## config.mk

```make
export PLATFORM = sky130hd
export DESIGN_NAME = smp_master
export DESIGN_NICKNAME = d
export VERILOG_FILES = /design/src/smp_pkg.sv /design/src/smp_master.sv
export SDC_FILE = /design/constraint.sdc
export NUM_CORES = 1
export LEC_CHECK = 0
export BUFFER_PORTS_ARGS = -buffer_cell sky130_fd_sc_hd__buf_2
export CAP_MARGIN = 25
export CORE_AREA = 2 2 82 84
export CTS_CLUSTER_SIZE = 8
export DETAILED_ROUTE_END_ITERATION = 6
export DIE_AREA = 0 0 84 86
export GPL_ROUTABILITY_DRIVEN = 0
export PLACE_DENSITY = 0.7
export SYNTH_ARGS = -nofsm -noshare
export SYNTH_HDL_FRONTEND = slang
export SYNTH_SLANG_ARGS = --single-unit
```

## constraint.sdc

```tcl
create_clock -name i_clk -period 2.6 [get_ports i_clk]
set_clock_uncertainty 0.15 [all_clocks]
set_input_delay 0.39 -clock i_clk [delete_from_list [all_inputs] [get_ports i_clk]]
set_output_delay 0.39 -clock i_clk [all_outputs]
set_load 0.1 [all_outputs]
```

## src/smp_pkg.sv

```systemverilog
// package: constants and types for the serial master port
package smp_pkg;
  localparam int SMP_DATA_W = 8;
  localparam int SMP_DIV_W = 8;
  localparam logic [7:0] SMP_DIV_RST = 8'h04;
  localparam logic [1:0] SMP_MODE_RST = 2'h0;
  localparam logic [7:0] SMP_WORD_RST = 8'h00;
  localparam logic [3:0] SMP_CNT_RST = 4'h0;
  localparam logic SMP_LINE_RST = 1'b0;
  localparam logic SMP_OE_N_RST = 1'b1;
  localparam logic SMP_READY_RST = 1'b1;
  localparam int SMP_MODE_CPOL_BIT = 1;
  localparam int SMP_MODE_CPHA_BIT = 0;
  localparam logic [3:0] SMP_BITS = 4'h8;
  typedef enum logic [1:0] {SMP_IDLE, SMP_LEAD, SMP_TRAIL} smp_state_e;
endpackage

```

## src/smp_master.sv

```systemverilog
// serial master port: full duplex, double buffered, four clock modes
//
// Contract
// - master only: drives clock and out-data, samples in-data
// - no select output; selects come elsewhere
// - each bit period shifts out and captures in
// - transmit and receive words double buffered
// - four clock modes, fixed before a transfer
// - pins stay inputs until port is opened
`timescale 1ns/10ps
`default_nettype none
module smp_master (
  input wire logic i_clk, // system clock, 100 MHz
  input wire logic i_rst, // async reset, active high
  input wire logic i_open, // port opened by software
  input wire logic [1:0] i_mode, // clock mode 0..3
  input wire logic [7:0] i_div, // half period in clocks, 0 acts as 1
  input wire logic [7:0] i_tx_data, // word to queue
  input wire logic i_tx_valid, // queue request
  output logic o_tx_ready, // transmit holding buffer empty
  output logic [7:0] o_rx_data, // last received word
  output logic o_rx_valid, // one-cycle pulse, new word
  output logic o_busy, // shift in progress
  input wire logic i_miso, // serial in-data pin
  output logic o_sck, // serial clock pin value
  output logic o_sck_oe_n, // clock pin enable, low drives
  output logic o_mosi, // serial out-data pin value
  output logic o_mosi_oe_n // out-data pin enable, low drives
);
  import smp_pkg::*;

  // state
  smp_state_e state, next_state;
  logic [7:0] hold, next_hold;
  logic hold_full, next_hold_full;
  logic [7:0] shreg, next_shreg;
  logic [3:0] bitcnt, next_bitcnt;
  logic [7:0] divcnt, next_divcnt;
  logic [1:0] cur_mode, next_cur_mode;
  logic [7:0] rx, next_rx;
  logic rxv, next_rxv;
  logic sck, next_sck;
  logic mosi, next_mosi;
  logic oe_n, next_oe_n;
  logic miso_s1, miso_s2;
  logic sampled, next_sampled;
  // registered status outputs
  logic busy, next_busy;
  logic ready, next_ready;

  // two-flop synchroniser for the in-data pin
  always_ff @(posedge i_clk or posedge i_rst) begin
    if (i_rst) begin
      miso_s1 <= 1'b0;
      miso_s2 <= 1'b0;
    end else begin
      miso_s1 <= i_miso;
      miso_s2 <= miso_s1;
    end
  end

  // next values: buffers, divider, shifter
  always_comb begin
    logic tick;
    logic cpha;
    tick = 1'b0;
    cpha = cur_mode[SMP_MODE_CPHA_BIT];
    next_state = state;
    next_hold = hold;
    next_hold_full = hold_full;
    next_shreg = shreg;
    next_bitcnt = bitcnt;
    next_divcnt = divcnt;
    next_cur_mode = cur_mode;
    next_rx = rx;
    next_rxv = 1'b0;
    next_sck = sck;
    next_mosi = mosi;
    next_sampled = sampled;
    next_oe_n = ~i_open;
    // holding buffer accepts while shifting
    if (i_tx_valid && !hold_full && i_open) begin
      next_hold = i_tx_data;
      next_hold_full = 1'b1;
    end
    if (state != SMP_IDLE) begin
      if (divcnt <= 8'h01) begin
        tick = 1'b1;
        next_divcnt = i_div;
      end else begin
        next_divcnt = divcnt - 8'h01;
      end
    end
    case (state)
      SMP_IDLE: begin
        next_sck = i_mode[SMP_MODE_CPOL_BIT];
        next_cur_mode = i_mode;
        if (!i_open) begin
          next_hold_full = 1'b0;
        end else if (hold_full) begin
          next_shreg = hold;
          next_hold_full = 1'b0;
          next_bitcnt = SMP_BITS;
          next_divcnt = i_div;
          next_state = SMP_LEAD;
          next_mosi = hold[7];
        end
      end
      SMP_LEAD: begin
        if (tick) begin
          next_sck = ~sck;
          if (!cpha) begin // first edge samples
            next_sampled = miso_s2;
          end else begin
            next_mosi = shreg[7];
          end
          next_state = SMP_TRAIL;
        end
      end
      SMP_TRAIL: begin
        if (tick) begin
          next_sck = ~sck;
          next_shreg = {shreg[6:0], cpha ? miso_s2 : sampled};
          next_bitcnt = bitcnt - 4'h1;
          if (!cpha) begin
            next_mosi = shreg[6];
          end
          if (bitcnt == 4'h1) begin
            next_rx = {shreg[6:0], cpha ? miso_s2 : sampled};
            next_rxv = 1'b1;
            next_state = SMP_IDLE;
          end else begin
            next_state = SMP_LEAD;
          end
        end
      end
      default: next_state = SMP_IDLE;
    endcase
    // status flags follow the next state, so outputs come from flops
    next_busy = (next_state != SMP_IDLE);
    next_ready = ~next_hold_full;
  end

  // register the state
  always_ff @(posedge i_clk or posedge i_rst) begin
    if (i_rst) begin
      state <= SMP_IDLE;
      hold <= SMP_WORD_RST;
      hold_full <= SMP_LINE_RST;
      shreg <= SMP_WORD_RST;
      bitcnt <= SMP_CNT_RST;
      divcnt <= SMP_DIV_RST;
      cur_mode <= SMP_MODE_RST;
      rx <= SMP_WORD_RST;
      rxv <= SMP_LINE_RST;
      sck <= SMP_LINE_RST;
      mosi <= SMP_LINE_RST;
      oe_n <= SMP_OE_N_RST;
      sampled <= SMP_LINE_RST;
      busy <= SMP_LINE_RST;
      ready <= SMP_READY_RST;
    end else begin
      state <= next_state;
      hold <= next_hold;
      hold_full <= next_hold_full;
      shreg <= next_shreg;
      bitcnt <= next_bitcnt;
      divcnt <= next_divcnt;
      cur_mode <= next_cur_mode;
      rx <= next_rx;
      rxv <= next_rxv;
      sck <= next_sck;
      mosi <= next_mosi;
      oe_n <= next_oe_n;
      sampled <= next_sampled;
      busy <= next_busy;
      ready <= next_ready;
    end
  end

  // outputs straight from flops; no select pin exists
  assign o_tx_ready = ready;
  assign o_rx_data = rx;
  assign o_rx_valid = rxv;
  assign o_busy = busy;
  assign o_sck = sck;
  assign o_mosi = mosi;
  assign o_sck_oe_n = oe_n;
  assign o_mosi_oe_n = oe_n;

  // checks
  AST_CLOSED_HIZ: assert property (@(posedge i_clk) disable iff (i_rst)
    $past(!i_open) |-> o_sck_oe_n && o_mosi_oe_n) else $error("pins driven while closed");
  AST_IDLE_POL: assert property (@(posedge i_clk) disable iff (i_rst)
    (state == SMP_IDLE) && $past(state == SMP_IDLE) |-> o_sck == $past(i_mode[1]))
    else $error("idle clock polarity wrong");
  AST_START: assert property (@(posedge i_clk) disable iff (i_rst)
    (state == SMP_IDLE) && hold_full && i_open |=> o_busy && !hold_full)
    else $error("queued word not started");
  AST_RXDONE: assert property (@(posedge i_clk) disable iff (i_rst)
    o_rx_valid |-> !o_busy && $past(o_busy)) else $error("rx pulse outside word end");
  AST_MODE_HELD: assert property (@(posedge i_clk) disable iff (i_rst)
    o_busy && $past(o_busy) |-> $stable(cur_mode)) else $error("mode changed mid word");
  AST_EDGE_PAIR: assert property (@(posedge i_clk) disable iff (i_rst)
    o_busy && $changed(o_sck) && ($past(i_div) > 8'h01) |=> $stable(o_sck))
    else $error("clock edges too close");
  AST_QUEUE: assert property (@(posedge i_clk) disable iff (i_rst)
    i_tx_valid && o_tx_ready && i_open |=> !o_tx_ready || o_busy)
    else $error("queue write lost");
  AST_RX_HOLD: assert property (@(posedge i_clk) disable iff (i_rst)
    !o_rx_valid |-> $stable(o_rx_data)) else $error("rx word changed");
  COV_MODE0: cover property (@(posedge i_clk) o_rx_valid && cur_mode == 2'h0);
  COV_MODE3: cover property (@(posedge i_clk) o_rx_valid && cur_mode == 2'h3);
  AST_TX_FIRST_BIT: assert property (@(posedge i_clk) disable iff (i_rst)
    o_busy && !$past(o_busy) |-> o_mosi == $past(hold[7])) else $error("first bit not out");
  COV_B2B: cover property (@(posedge i_clk) o_busy && !o_tx_ready);
  COV_MODE1: cover property (@(posedge i_clk) o_rx_valid && cur_mode == 2'h1);
  COV_MODE2: cover property (@(posedge i_clk) o_rx_valid && cur_mode == 2'h2);
endmodule
`default_nettype wire

```

==> impl_metrics.py, run 1 <==
metrics = {
    "timing": {
        "period_needed_ps": 2250,
        "hold_viol_final": 0,
        "max_freq_mhz": 445,
        "fin_setup_tns_ps": 0,
        "rsz0062_at_grt": "no",
        "tightest_slew_ps": 491,
        "report.final.slew_viol_count": 0,
        "slew_headroom_pct": 67.5,
        "finalCritPeriodShare_pct": 86.5,
        "hold_ws_ps": 41.2,
        "setup_viol": 0,
    },
    "finish": {
        "final_common_cell": "dfrtp_1",
        "drive_above_1_share_pct": 40.9,
        "mostFrequentLayoutCells": "dfrtp_1, buf_2, mux2_2, inv_1, nand2_1",
        "nets": 284,
        "finalNonFillerCells": 331,
        "syn2layout_area_growth_pct": 16.8,
        "fin_area_um2": 2880,
        "antenna_cells": 0,
    },
    "job": {
        "drv_cap": 0,
    },
    "power_and_ir_drop": {
        "p_switching_mw": 1.15,
        "power.internal_mw": 1.69,
        "power_frac_clock_pct": 17.0,
        "combPwrFrac_pct": 40.8,
        "max-vdd-ir-drop_uv": 522,
        "p_seq_share_pct": 42.2,
        "switching_share_pct": 40.5,
        "p_per_area_nw_per_um2": 988,
        "p_leak_nw": 1.36,
        "p_total_mw": 2.84,
    },
    "floorplan": {
        "start_util_pct": 39.2,
        "die_w_um": 84,
        "rows": 29,
        "core_um2": 6280,
        "die_area_um2": 7220,
        "ios": 38,
        "die_h_um": 86,
    },
    "critical_path": {
        "cp-end-kind": "flop",
        "r2r_start": "divcnt[3]",
        "cp_max_fo": 10,
        "crit_path_start": "divcnt[3]",
        "cp_data_required_time_ps": 2640,
        "path_cells": "or4_4, nor4_4, buf_4, o21ai_2, mux2_4",
        "worstRegToRegCells": 5,
        "crit_type": "flop to flop",
        "crit_slowest_cell": "or4_4",
        "crit_path_start_kind": "flop",
        "slowest_delay_ps": 580,
        "arrival_ps": 2290,
    },
    "cts": {
        "cts_buffers": 5,
        "clock_latency_ps": 300,
        "cts_tree": "yes",
        "postCtsSetupBuffers": 0,
        "htree_levels": 2,
        "path_clk_slew_ps": 90,
        "cts_hold_buf": 1,
        "cts_sinks": 49,
        "cts_buffer_depth": 2,
        "clockRootBuffer": "clkbuf_8",
        "post_cts_resized": 0,
    },
    "drt": {
        "drtAntennaViolNets": 0,
        "wire_per_inst_um": 14.7,
        "drc": 0,
        "drtIter0Drc": 47,
        "vias": 1747,
        "wl_um": 4880,
        "dr.pass1.iters": 4,
        "routed_via_density": 5.28,
    },
    "logic_synthesis": {
        "synth_nets": 238,
        "synth_area_per_cell_um2": 11.9,
        "ys_types": 48,
        "synthesis.area_um2": 2460,
        "ys_seq_elements": 49,
        "synthCells": 207,
        "yosysWarnings": 0,
        "synth_top_area_share_pct": 46.7,
        "yosysTopAreaCell": "dfrtp_1",
        "synth-edff-count": 0,
        "ys_async_sr_fraction_pct": 100,
        "ys.flop_type": "dfrtp_1",
        "synth_seq_area_share_pct": 49.9,
        "ys_top_cells_by_area": "dfrtp_1, mux2_2, ha_1, dfstp_2, inv_1",
    },
    "global_routing": {
        "grt-busiest-layer": "met2",
        "grt_pass1_vias": 1721,
        "track_usage_pct": 14.4,
        "grt_max_degree": 19,
        "grt_pass1_wl_um": 8250,
        "antenna_found_initial": 0,
        "met3_usage_pct": 2.89,
        "met1_usage_pct": 19.0,
        "overflow": 0,
        "use_met2_pct": 23.6,
    },
    "placed_design": {
        "place_area_um2": 2770,
        "dp_hpwl_um": 3660,
        "dp_cells": 322,
        "io_buffer_count": 37,
    },
    "outcome": {
        "status": "finished clean",
    },
    "hold_path": {
        "min_delay_path_depth": 1,
        "hold_path.class": "primary input to flop",
        "holdCritStartpoint": "i_miso",
    },
}
-- synthesized netlist by cell type (all sizes together), types with 2 or more instances --
| cell | number |
|---|---|
| a21oi | 7 |
| a31oi | 3 |
| buf | 2 |
| clkbuf | 5 |
| dfrtp | 46 |
| dfstp | 3 |
| ha | 8 |
| inv | 17 |
| mux2 | 34 |
| mux2i | 6 |
| nand2 | 10 |
| nand3 | 7 |
| nand4 | 2 |
| nand4b | 2 |
| nor2 | 6 |
| nor2b | 3 |
| nor3 | 5 |
| nor4 | 3 |
| o21a | 2 |
| o21ai | 9 |
| o21ba | 2 |
| o221a | 5 |
| o2bb2ai | 2 |
-- final cells by class --
| type | count | area, µm² |
|---|---|---|
| timing repair buffer | 46 | 255 |
| inverter | 17 | 63.8 |
| clock inverter | 2 | 17.5 |
| fill | 608 | 3400 |
| multi-input combinational | 134 | 1130 |
| tap | 77 | 96.3 |
| sequential | 49 | 1230 |
| clock buffer | 6 | 82.6 |
-- registers in the layout (all words and copies together) (netlist names) --
signal / count
bitcnt: 4
cur_mode: 1
divcnt: 8
hold: 8
hold_full: 1
miso_s1: 1
miso_s2: 1
o_busy: 1
o_mosi: 1
o_mosi_oe_n: 1
o_rx_data: 8
o_rx_valid: 1
o_sck: 1
o_tx_ready: 1
sampled: 1
shreg: 8
state: 2
-- cell families after synthesis --
group                    synth area share, %
XOR/XNOR                               0.712
flip-flops                              49.9
AND/OR/NAND/NOR                         10.7
multiplexers                            18.1
adder cells (fa/ha/maj)                 4.07
buffers and inverters                   4.12
AO/OA/AOI/OAI                           12.3
-- metal layers --
| layer | wire length (µm) | share of wire, % |
|---|---|---|
| met4 | 78 | 1.6 |
| met3 | 189 | 3.9 |
| met1 | 2320 | 48 |
| met2 | 2290 | 47 |
| met5 | 0 | 0 |
-- stage by stage --
stage	utilization, %	setup WS (ps)
after CTS	45.8	358
after global placement	44.1	409
after global routing	45.8	241
after detailed placement	44.1	386
after floorplan	-	409
final	45.8	352
-- power groups by stage --
stage                     sequential (mW)  combinational [mW]  clock, mW
after floorplan                      1.37               0.722          0
after global placement               1.21                1.14          0
after detailed placement             1.21                1.16          0
after CTS                            1.20                1.17      0.505
after global routing                 1.23                1.26      0.541
final                                1.20                1.16      0.485
-- final timing paths --
| path | endpoint | slack [ps] |
|---|---|---|
| worst max-delay path | o_mosi | 350 |
| worst min-delay path | miso_s1 | 40 |
| worst max register to register | o_mosi | 350 |
| worst min register to register | miso_s2 | 210 |
| max in group asynchronous | o_tx_ready | 1200 |
| min in group asynchronous | o_rx_data[2] | 460 |
-- critical path: cells and delay by family (launching register included) --
kind,cells,cell delay [ps]
AO/OA/AOI/OAI,1,80
buffers and inverters,1,250
multiplexers,1,300
AND/OR/NAND/NOR,2,920
flip-flops,1,440
No activity file was read; power rests on OpenSTA's default activity.
==> inputs of run 2 (changes only) <==
--- a/config.mk
+++ b/config.mk
@@ -5,14 +5,15 @@
 export SDC_FILE = /design/constraint.sdc
 export NUM_CORES = 1
 export LEC_CHECK = 0
+export ABC_AREA = 1
 export BUFFER_PORTS_ARGS = -buffer_cell sky130_fd_sc_hd__buf_2
 export CAP_MARGIN = 25
-export CORE_AREA = 2 2 82 84
+export CORE_AREA = 2 2 84 86
 export CTS_CLUSTER_SIZE = 8
 export DETAILED_ROUTE_END_ITERATION = 6
-export DIE_AREA = 0 0 84 86
+export DIE_AREA = 0 0 86 88
 export GPL_ROUTABILITY_DRIVEN = 0
-export PLACE_DENSITY = 0.7
+export PLACE_DENSITY = 0.71
 export SYNTH_ARGS = -nofsm -noshare
 export SYNTH_HDL_FRONTEND = slang
 export SYNTH_SLANG_ARGS = --single-unit
==> run 2 against run 1 <==
Compared with the run above: clock-buffer cell count shrank 1; first-iteration DRC count rose to 3.0 times the previous value; non-clock buffer count fell by 6; routed wire length rose by 11%; combinational power fell by 3%; sequential cell count did not move; die area rose by 4.8%; area after synthesis grew 6.2%; core utilization down 1.2 points; sequential share of layout area decreased by 1.3 points; highest routed layer unchanged; largest cell class unchanged.
==> impl_metrics.py, run 2 <==
metrics = {
    "outcome": {
        "status": "finished clean",
    },
    "timing": {
        "report.final.slew_viol_count": 0,
        "fin_setup_tns_ps": 0,
        "finalWorstSetupSlack_ps": 245,
        "setup_viol": 0,
        "rsz0062_at_grt": "no",
        "hold_ws_ps": 33.1,
        "period_needed_ps": 2360,
        "hold_viol_final": 0,
        "max_freq_mhz": 425,
        "tightest_slew_ps": 735,
        "slew_headroom_pct": 50.8,
        "finalCritPeriodShare_pct": 90.6,
    },
    "logic_synthesis": {
        "synth_nets": 382,
        "ys_top_cells_by_area": "dfrtp_1, nand2_1, inv_1, nand3_1, o21ai_0",
        "ys_async_sr_fraction_pct": 100,
        "synth.area.mux_share_pct": 0,
        "synth-compound-area-share_pct": 8.61,
        "synthCells": 351,
        "synth_top_area_share_pct": 44.0,
        "ys_seq_elements": 49,
        "ys.flop_type": "dfrtp_1",
        "synth_seq_area_share_pct": 47.0,
        "yosysWarnings": 0,
        "synthesis.area_um2": 2620,
        "ys_top_cells_by_count": "nand2_1, inv_1, dfrtp_1",
        "synth_xor_area_share_pct": 0.335,
        "yosysMostFrequentCell": "nand2_1",
        "ys_types": 24,
        "yosysTopAreaCell": "dfrtp_1",
        "synth-edff-count": 0,
        "synth-simple-area-share_pct": 30.8,
        "synth_top_family_by_area": "simple AND/OR/NAND/NOR gates",
        "synth_fa_ha_area_share_pct": 3.83,
        "synth_area_per_cell_um2": 7.45,
    },
    "global_routing": {
        "grt-busiest-layer": "met2",
        "use_met2_pct": 24.2,
        "grt_pass1_vias": 2017,
        "met3_usage_pct": 3.68,
        "antenna_found_initial": 0,
        "grt_pass1_wl_um": 9150,
        "met1_usage_pct": 20.5,
        "grt_max_degree": 50,
        "track_usage_pct": 15.2,
        "overflow": 0,
    },
    "power_and_ir_drop": {
        "p_total_mw": 2.71,
        "p_per_area_nw_per_um2": 914,
        "p_leak_nw": 1.65,
        "max-vdd-ir-drop_uv": 407,
    },
    "drt": {
        "wl_um": 5420,
        "drc": 0,
        "drtAntennaViolNets": 0,
        "dr.pass1.iters": 4,
        "routed_via_density": 4.68,
        "drtIter0Drc": 142,
        "wire_per_inst_um": 11.5,
        "vias": 2198,
    },
    "critical_path": {
        "crit_end": "shreg[3]",
        "arrival_ps": 2410,
        "r2r-end": "shreg[3]",
        "rrSetupSlack_ps": 240,
        "crit_path_start": "state[1]",
        "crit_type": "flop to flop",
        "cp_data_required_time_ps": 2650,
        "r2r_start": "state[1]",
        "cp-end-kind": "flop",
        "worstRegToRegCells": 8,
        "cp_max_fo": 16,
        "crit_path_start_kind": "flop",
    },
    "finish": {
        "seqCellArea_um2": 1230,
        "syn2layout_area_growth_pct": 13.4,
        "nets": 420,
        "drive_above_1_share_pct": 16.2,
        "multi_input_area_um2": 1140,
        "antenna_cells": 0,
        "final_common_cell": "nand2_1",
        "n_fill_cell": 672,
        "mostFrequentLayoutCells": "nand2_1, inv_1, dfrtp_1, buf_2, nand3_1",
    },
    "hold_path": {
        "hold_path.class": "primary input to flop",
    },
    "floorplan": {
        "start_util_pct": 39.4,
        "die_w_um": 86,
        "die_h_um": 88,
        "rows": 30,
        "core_um2": 6640,
        "die_area_um2": 7570,
        "ios": 38,
    },
    "cts": {
        "cts_sinks": 49,
        "path_clk_slew_ps": 90,
        "clockRootBuffer": "clkbuf_8",
        "postCtsSetupBuffers": 0,
        "cts_buffers": 5,
        "cts_tree": "yes",
        "cts_hold_buf": 0,
        "cts_buffer_depth": 2,
        "htree_levels": 2,
        "post_cts_resized": 0,
        "clock_latency_ps": 310,
    },
    "placed_design": {
        "dpl_worst_slack_ps": 244,
        "io_buffer_count": 37,
        "dp_hpwl_um": 3950,
    },
    "job": {
        "drv_cap": 0,
    },
}
[run 2: cell count changes after synthesis, sizes merged, moves of 4 or more]
cell,change
o221a,-5
a21oi,+6
o21ai,+16
mux2i,-6
buf,+4
nand2,+127
nor2,+12
nand3,+21
inv,+34
mux2,-34
nor3,-4
[run 2: logic make-up (layout without fill, tap and decap cells)]
group,Yosys count,in the layout
XOR/XNOR,1,1
AND/OR/NAND/NOR,189,189
adder cells (fa/ha/maj),8,8
AO/OA/AOI/OAI,43,43
flip-flops,49,49
buffers and inverters,61,100
[run 2: stage by stage]
stage | util (%) | std cells | instance area (µm²)
2_1_floorplan | - | 351 | 2620
5_1_grt | 44.7 | 470 | 2970
3_3_place_gp | 43.2 | 462 | 2870
4_1_cts | 44.7 | 470 | 2970
6_report | 44.7 | 470 | 2970
3_5_place_dp | 43.2 | 462 | 2870
[run 2: power breakdown]
part           internal (mW)  switching [mW]
combinational          0.334           0.786
clock                  0.196           0.282
sequential             0.969           0.144
[run 2: critical path, cell delays in order (launching register included)]
cell and delay, ps:
dfrtp_1 430, inv_1 120, ha_1 190, buf_4 220, nor2_1 100, nor2_1 580
nand2_2 300, nand2_1 120, nand2_1 50
[run 2: layout make-up]
cell class                 count  area share (%)
timing repair buffer          40            7.00
clock inverter                 3           0.886
inverter                      52            6.58
clock buffer                   5            2.32
sequential                    49            41.5
multi-input combinational    241            38.4
tap                           80            3.37
[run 2: worst min path at each step]
stage            start  endpoint  slack (ps)  cells after the start
2_1_floorplan  miso_s1   miso_s2         180                      0
5_1_grt         i_miso   miso_s1          20                      1
6_report        i_miso   miso_s1          30                      1
3_5_place_dp   miso_s1   miso_s2         190                      0
4_1_cts         i_miso   miso_s1          30                      1
3_3_place_gp   miso_s1   miso_s2         180                      0
[run 2: routing by layer]
layer / vias up / part of all wire [%] / wire (µm)
met5: - / 0 / 0
met4: 0 / 1.2 / 65
met3: 5 / 4.7 / 255
met2: 44 / 46 / 2500
met1: 981 / 48 / 2600
li1: 1168 / - / -
==> inputs of run 3 (changes only) <==
==> constraint.sdc (replaced) <==
create_clock -name i_clk -period 2.2 [get_ports i_clk]
set_clock_uncertainty 0.15 [all_clocks]
set_input_delay 0.33 -clock i_clk [delete_from_list [all_inputs] [get_ports i_clk]]
set_output_delay 0.33 -clock i_clk [all_outputs]
set_load 0.1 [all_outputs]
==> run 3 against run 2 <==
Compared with the run above: routed wire length grew 4.4%; final area up 2.2%; die area is the same; core utilization rose by 0.96 points.
==> impl_metrics.py, run 3 (synthesized netlist as in run 2, its figures left out) <==
metrics = {
    "cts": {
        "clock_latency_ps": 310,
        "cts_tree": "yes",
        "postCtsSetupBuffers": 0,
        "cts_sinks": 49,
        "path_clk_slew_ps": 100,
        "htree_levels": 2,
        "cts_buffers": 5,
        "cts_buffer_depth": 2,
        "clockRootBuffer": "clkbuf_8",
    },
    "finish": {
        "mostFrequentLayoutCells": "nand2_1, inv_1, dfrtp_1, buf_2, nand3_1",
        "nets": 427,
        "final_common_cell": "nand2_1",
        "final_util_pct": 45.6,
        "finalNonFillerCells": 477,
        "syn2layout_area_growth_pct": 15.8,
        "antenna_cells": 0,
        "drive_above_1_share_pct": 17.4,
    },
    "global_routing": {
        "grt_pass1_wl_um": 10100,
        "track_usage_pct": 16.6,
        "grt_max_degree": 33,
        "antenna_found_initial": 0,
        "overflow": 0,
        "grt_pass1_vias": 2244,
    },
    "power_and_ir_drop": {
        "switching_share_pct": 44.5,
        "p_seq_share_pct": 40.6,
        "p_leak_nw": 1.68,
        "power.internal_mw": 1.81,
        "p_per_area_nw_per_um2": 1070,
        "p_switching_mw": 1.45,
        "combPwrFrac_pct": 42.2,
        "max-vdd-ir-drop_uv": 501,
        "power_frac_clock_pct": 17.1,
    },
    "critical_path": {
        "cp-end-kind": "flop",
        "cp_max_fo": 12,
        "crit_family": "simple AND/OR/NAND/NOR gates",
        "path_cells": "inv_1, ha_1, nor2_1, nor2_2, nand3_4, nand2_4, nand2_2, nand2_1, nand2_1",
        "cp_data_required_time_ps": 2260,
        "path_buf_inv": 1,
        "crit_slowest_cell": "dfrtp_1",
        "arrival_ps": 2000,
        "crit_type": "flop to flop",
        "cpMostUsedCell": "nand2_1",
        "crit_path_start_kind": "flop",
        "slowest_delay_ps": 390,
    },
    "floorplan": {
        "start_util_pct": 39.4,
        "rows": 30,
        "die_area_um2": 7570,
        "core_um2": 6640,
        "ios": 38,
        "die_h_um": 88,
        "die_w_um": 86,
    },
    "timing": {
        "setup_viol": 0,
        "max_freq_mhz": 515,
        "period_needed_ps": 1940,
        "finalCritPeriodShare_pct": 88.2,
        "rsz0062_at_grt": "no",
        "tightest_slew_ps": 668,
        "hold_viol_final": 0,
        "report.final.slew_viol_count": 0,
        "slew_headroom_pct": 55.4,
    },
    "outcome": {
        "status": "finished clean",
    },
    "drt": {
        "vias": 2284,
        "drtIter0Drc": 113,
        "drc": 0,
        "wl_um": 5660,
        "wire_per_inst_um": 11.9,
        "routed_via_density": 4.79,
        "drtAntennaViolNets": 0,
        "dr.pass1.iters": 4,
    },
    "placed_design": {
        "dp_cells": 467,
        "dp_hpwl_um": 4240,
        "io_buffer_count": 37,
    },
    "hold_path": {
        "hold_path.class": "primary input to flop",
    },
    "job": {
        "drv_cap": 0,
    },
}
-- run 3: cell types whose count changed in the layout (fill, tap and decap cells not counted), sizes merged --
| cell | before | now |
|---|---|---|
| buf | 40 | 45 |
| dlygate4sd3 | 0 | 2 |
| clkinv | 1 | 2 |
| clkinvlp | 2 | 1 |
-- run 3: worst paths after layout --
kind                           start     endpoint  slack (ps)  cells past startpoint
min reg2reg                  miso_s1      miso_s2         210                      0
max reg2reg                divcnt[0]     shreg[4]         260                      9
max                        divcnt[0]     shreg[4]         260                      9
min in group asynchronous      i_rst  cur_mode[0]         510                      3
min                           i_open  o_mosi_oe_n          30                      2
max in group asynchronous      i_rst       o_busy         780                      4
-- run 3: repair_timing --
item | in CTS | in global routing
gates resized for setup | 0 | 2
setup endpoints to repair | 0 | 12
hold buffers | 2 | 0
hold endpoints to repair | 28 | 0
-- run 3: layout make-up --
class,instances,area [µm²]
fillers,674,3610
flip-flops and latches,49,1230
multi-input cells,241,1150
repair buffers,47,265
inverters,52,195
well taps,80,100
clock buffers,5,68.8
clock inverters,3,25.0
-- run 3: stage by stage --
| step | setup slack [ps] | setup TNS [ps] | hold WS, ps | total power [mW] | cell area (µm²) |
|---|---|---|---|---|---|
| 2_1_floorplan | 501 | 0 | 181 | 2.38 | 2620 |
| 3_5_place_dp | -2.59 | -2.59 | 196 | 2.70 | 2910 |
| 5_1_grt | 68.8 | 0 | 36.5 | 3.54 | 3030 |
| 4_1_cts | 11.8 | 0 | 28.0 | 3.26 | 3020 |
| 6_report | 259 | 0 | 27.5 | 3.25 | 3030 |
| 3_3_place_gp | 124 | 0 | 186 | 2.66 | 2910 |
-- run 3: metal layers --
layer / part of all wire [%] / global-route usage (%) / vias up
met1: 46 / 21.7 / 1040
met5: 0 / 0 / -
met2: 47 / 26.9 / 48
met4: 2.3 / 7.07 / 0
li1: - / - / 1185
met3: 4.7 / 3.39 / 11
-- run 3: power groups by stage --
| stage | clock network [mW] | registers (mW) | logic [mW] |
|---|---|---|---|
| 6_report | 0.557 | 1.32 | 1.37 |
| 5_1_grt | 0.618 | 1.36 | 1.57 |
| 4_1_cts | 0.567 | 1.32 | 1.38 |
| 3_5_place_dp | 0 | 1.34 | 1.37 |
| 3_3_place_gp | 0 | 1.33 | 1.33 |
| 2_1_floorplan | 0 | 1.49 | 0.895 |
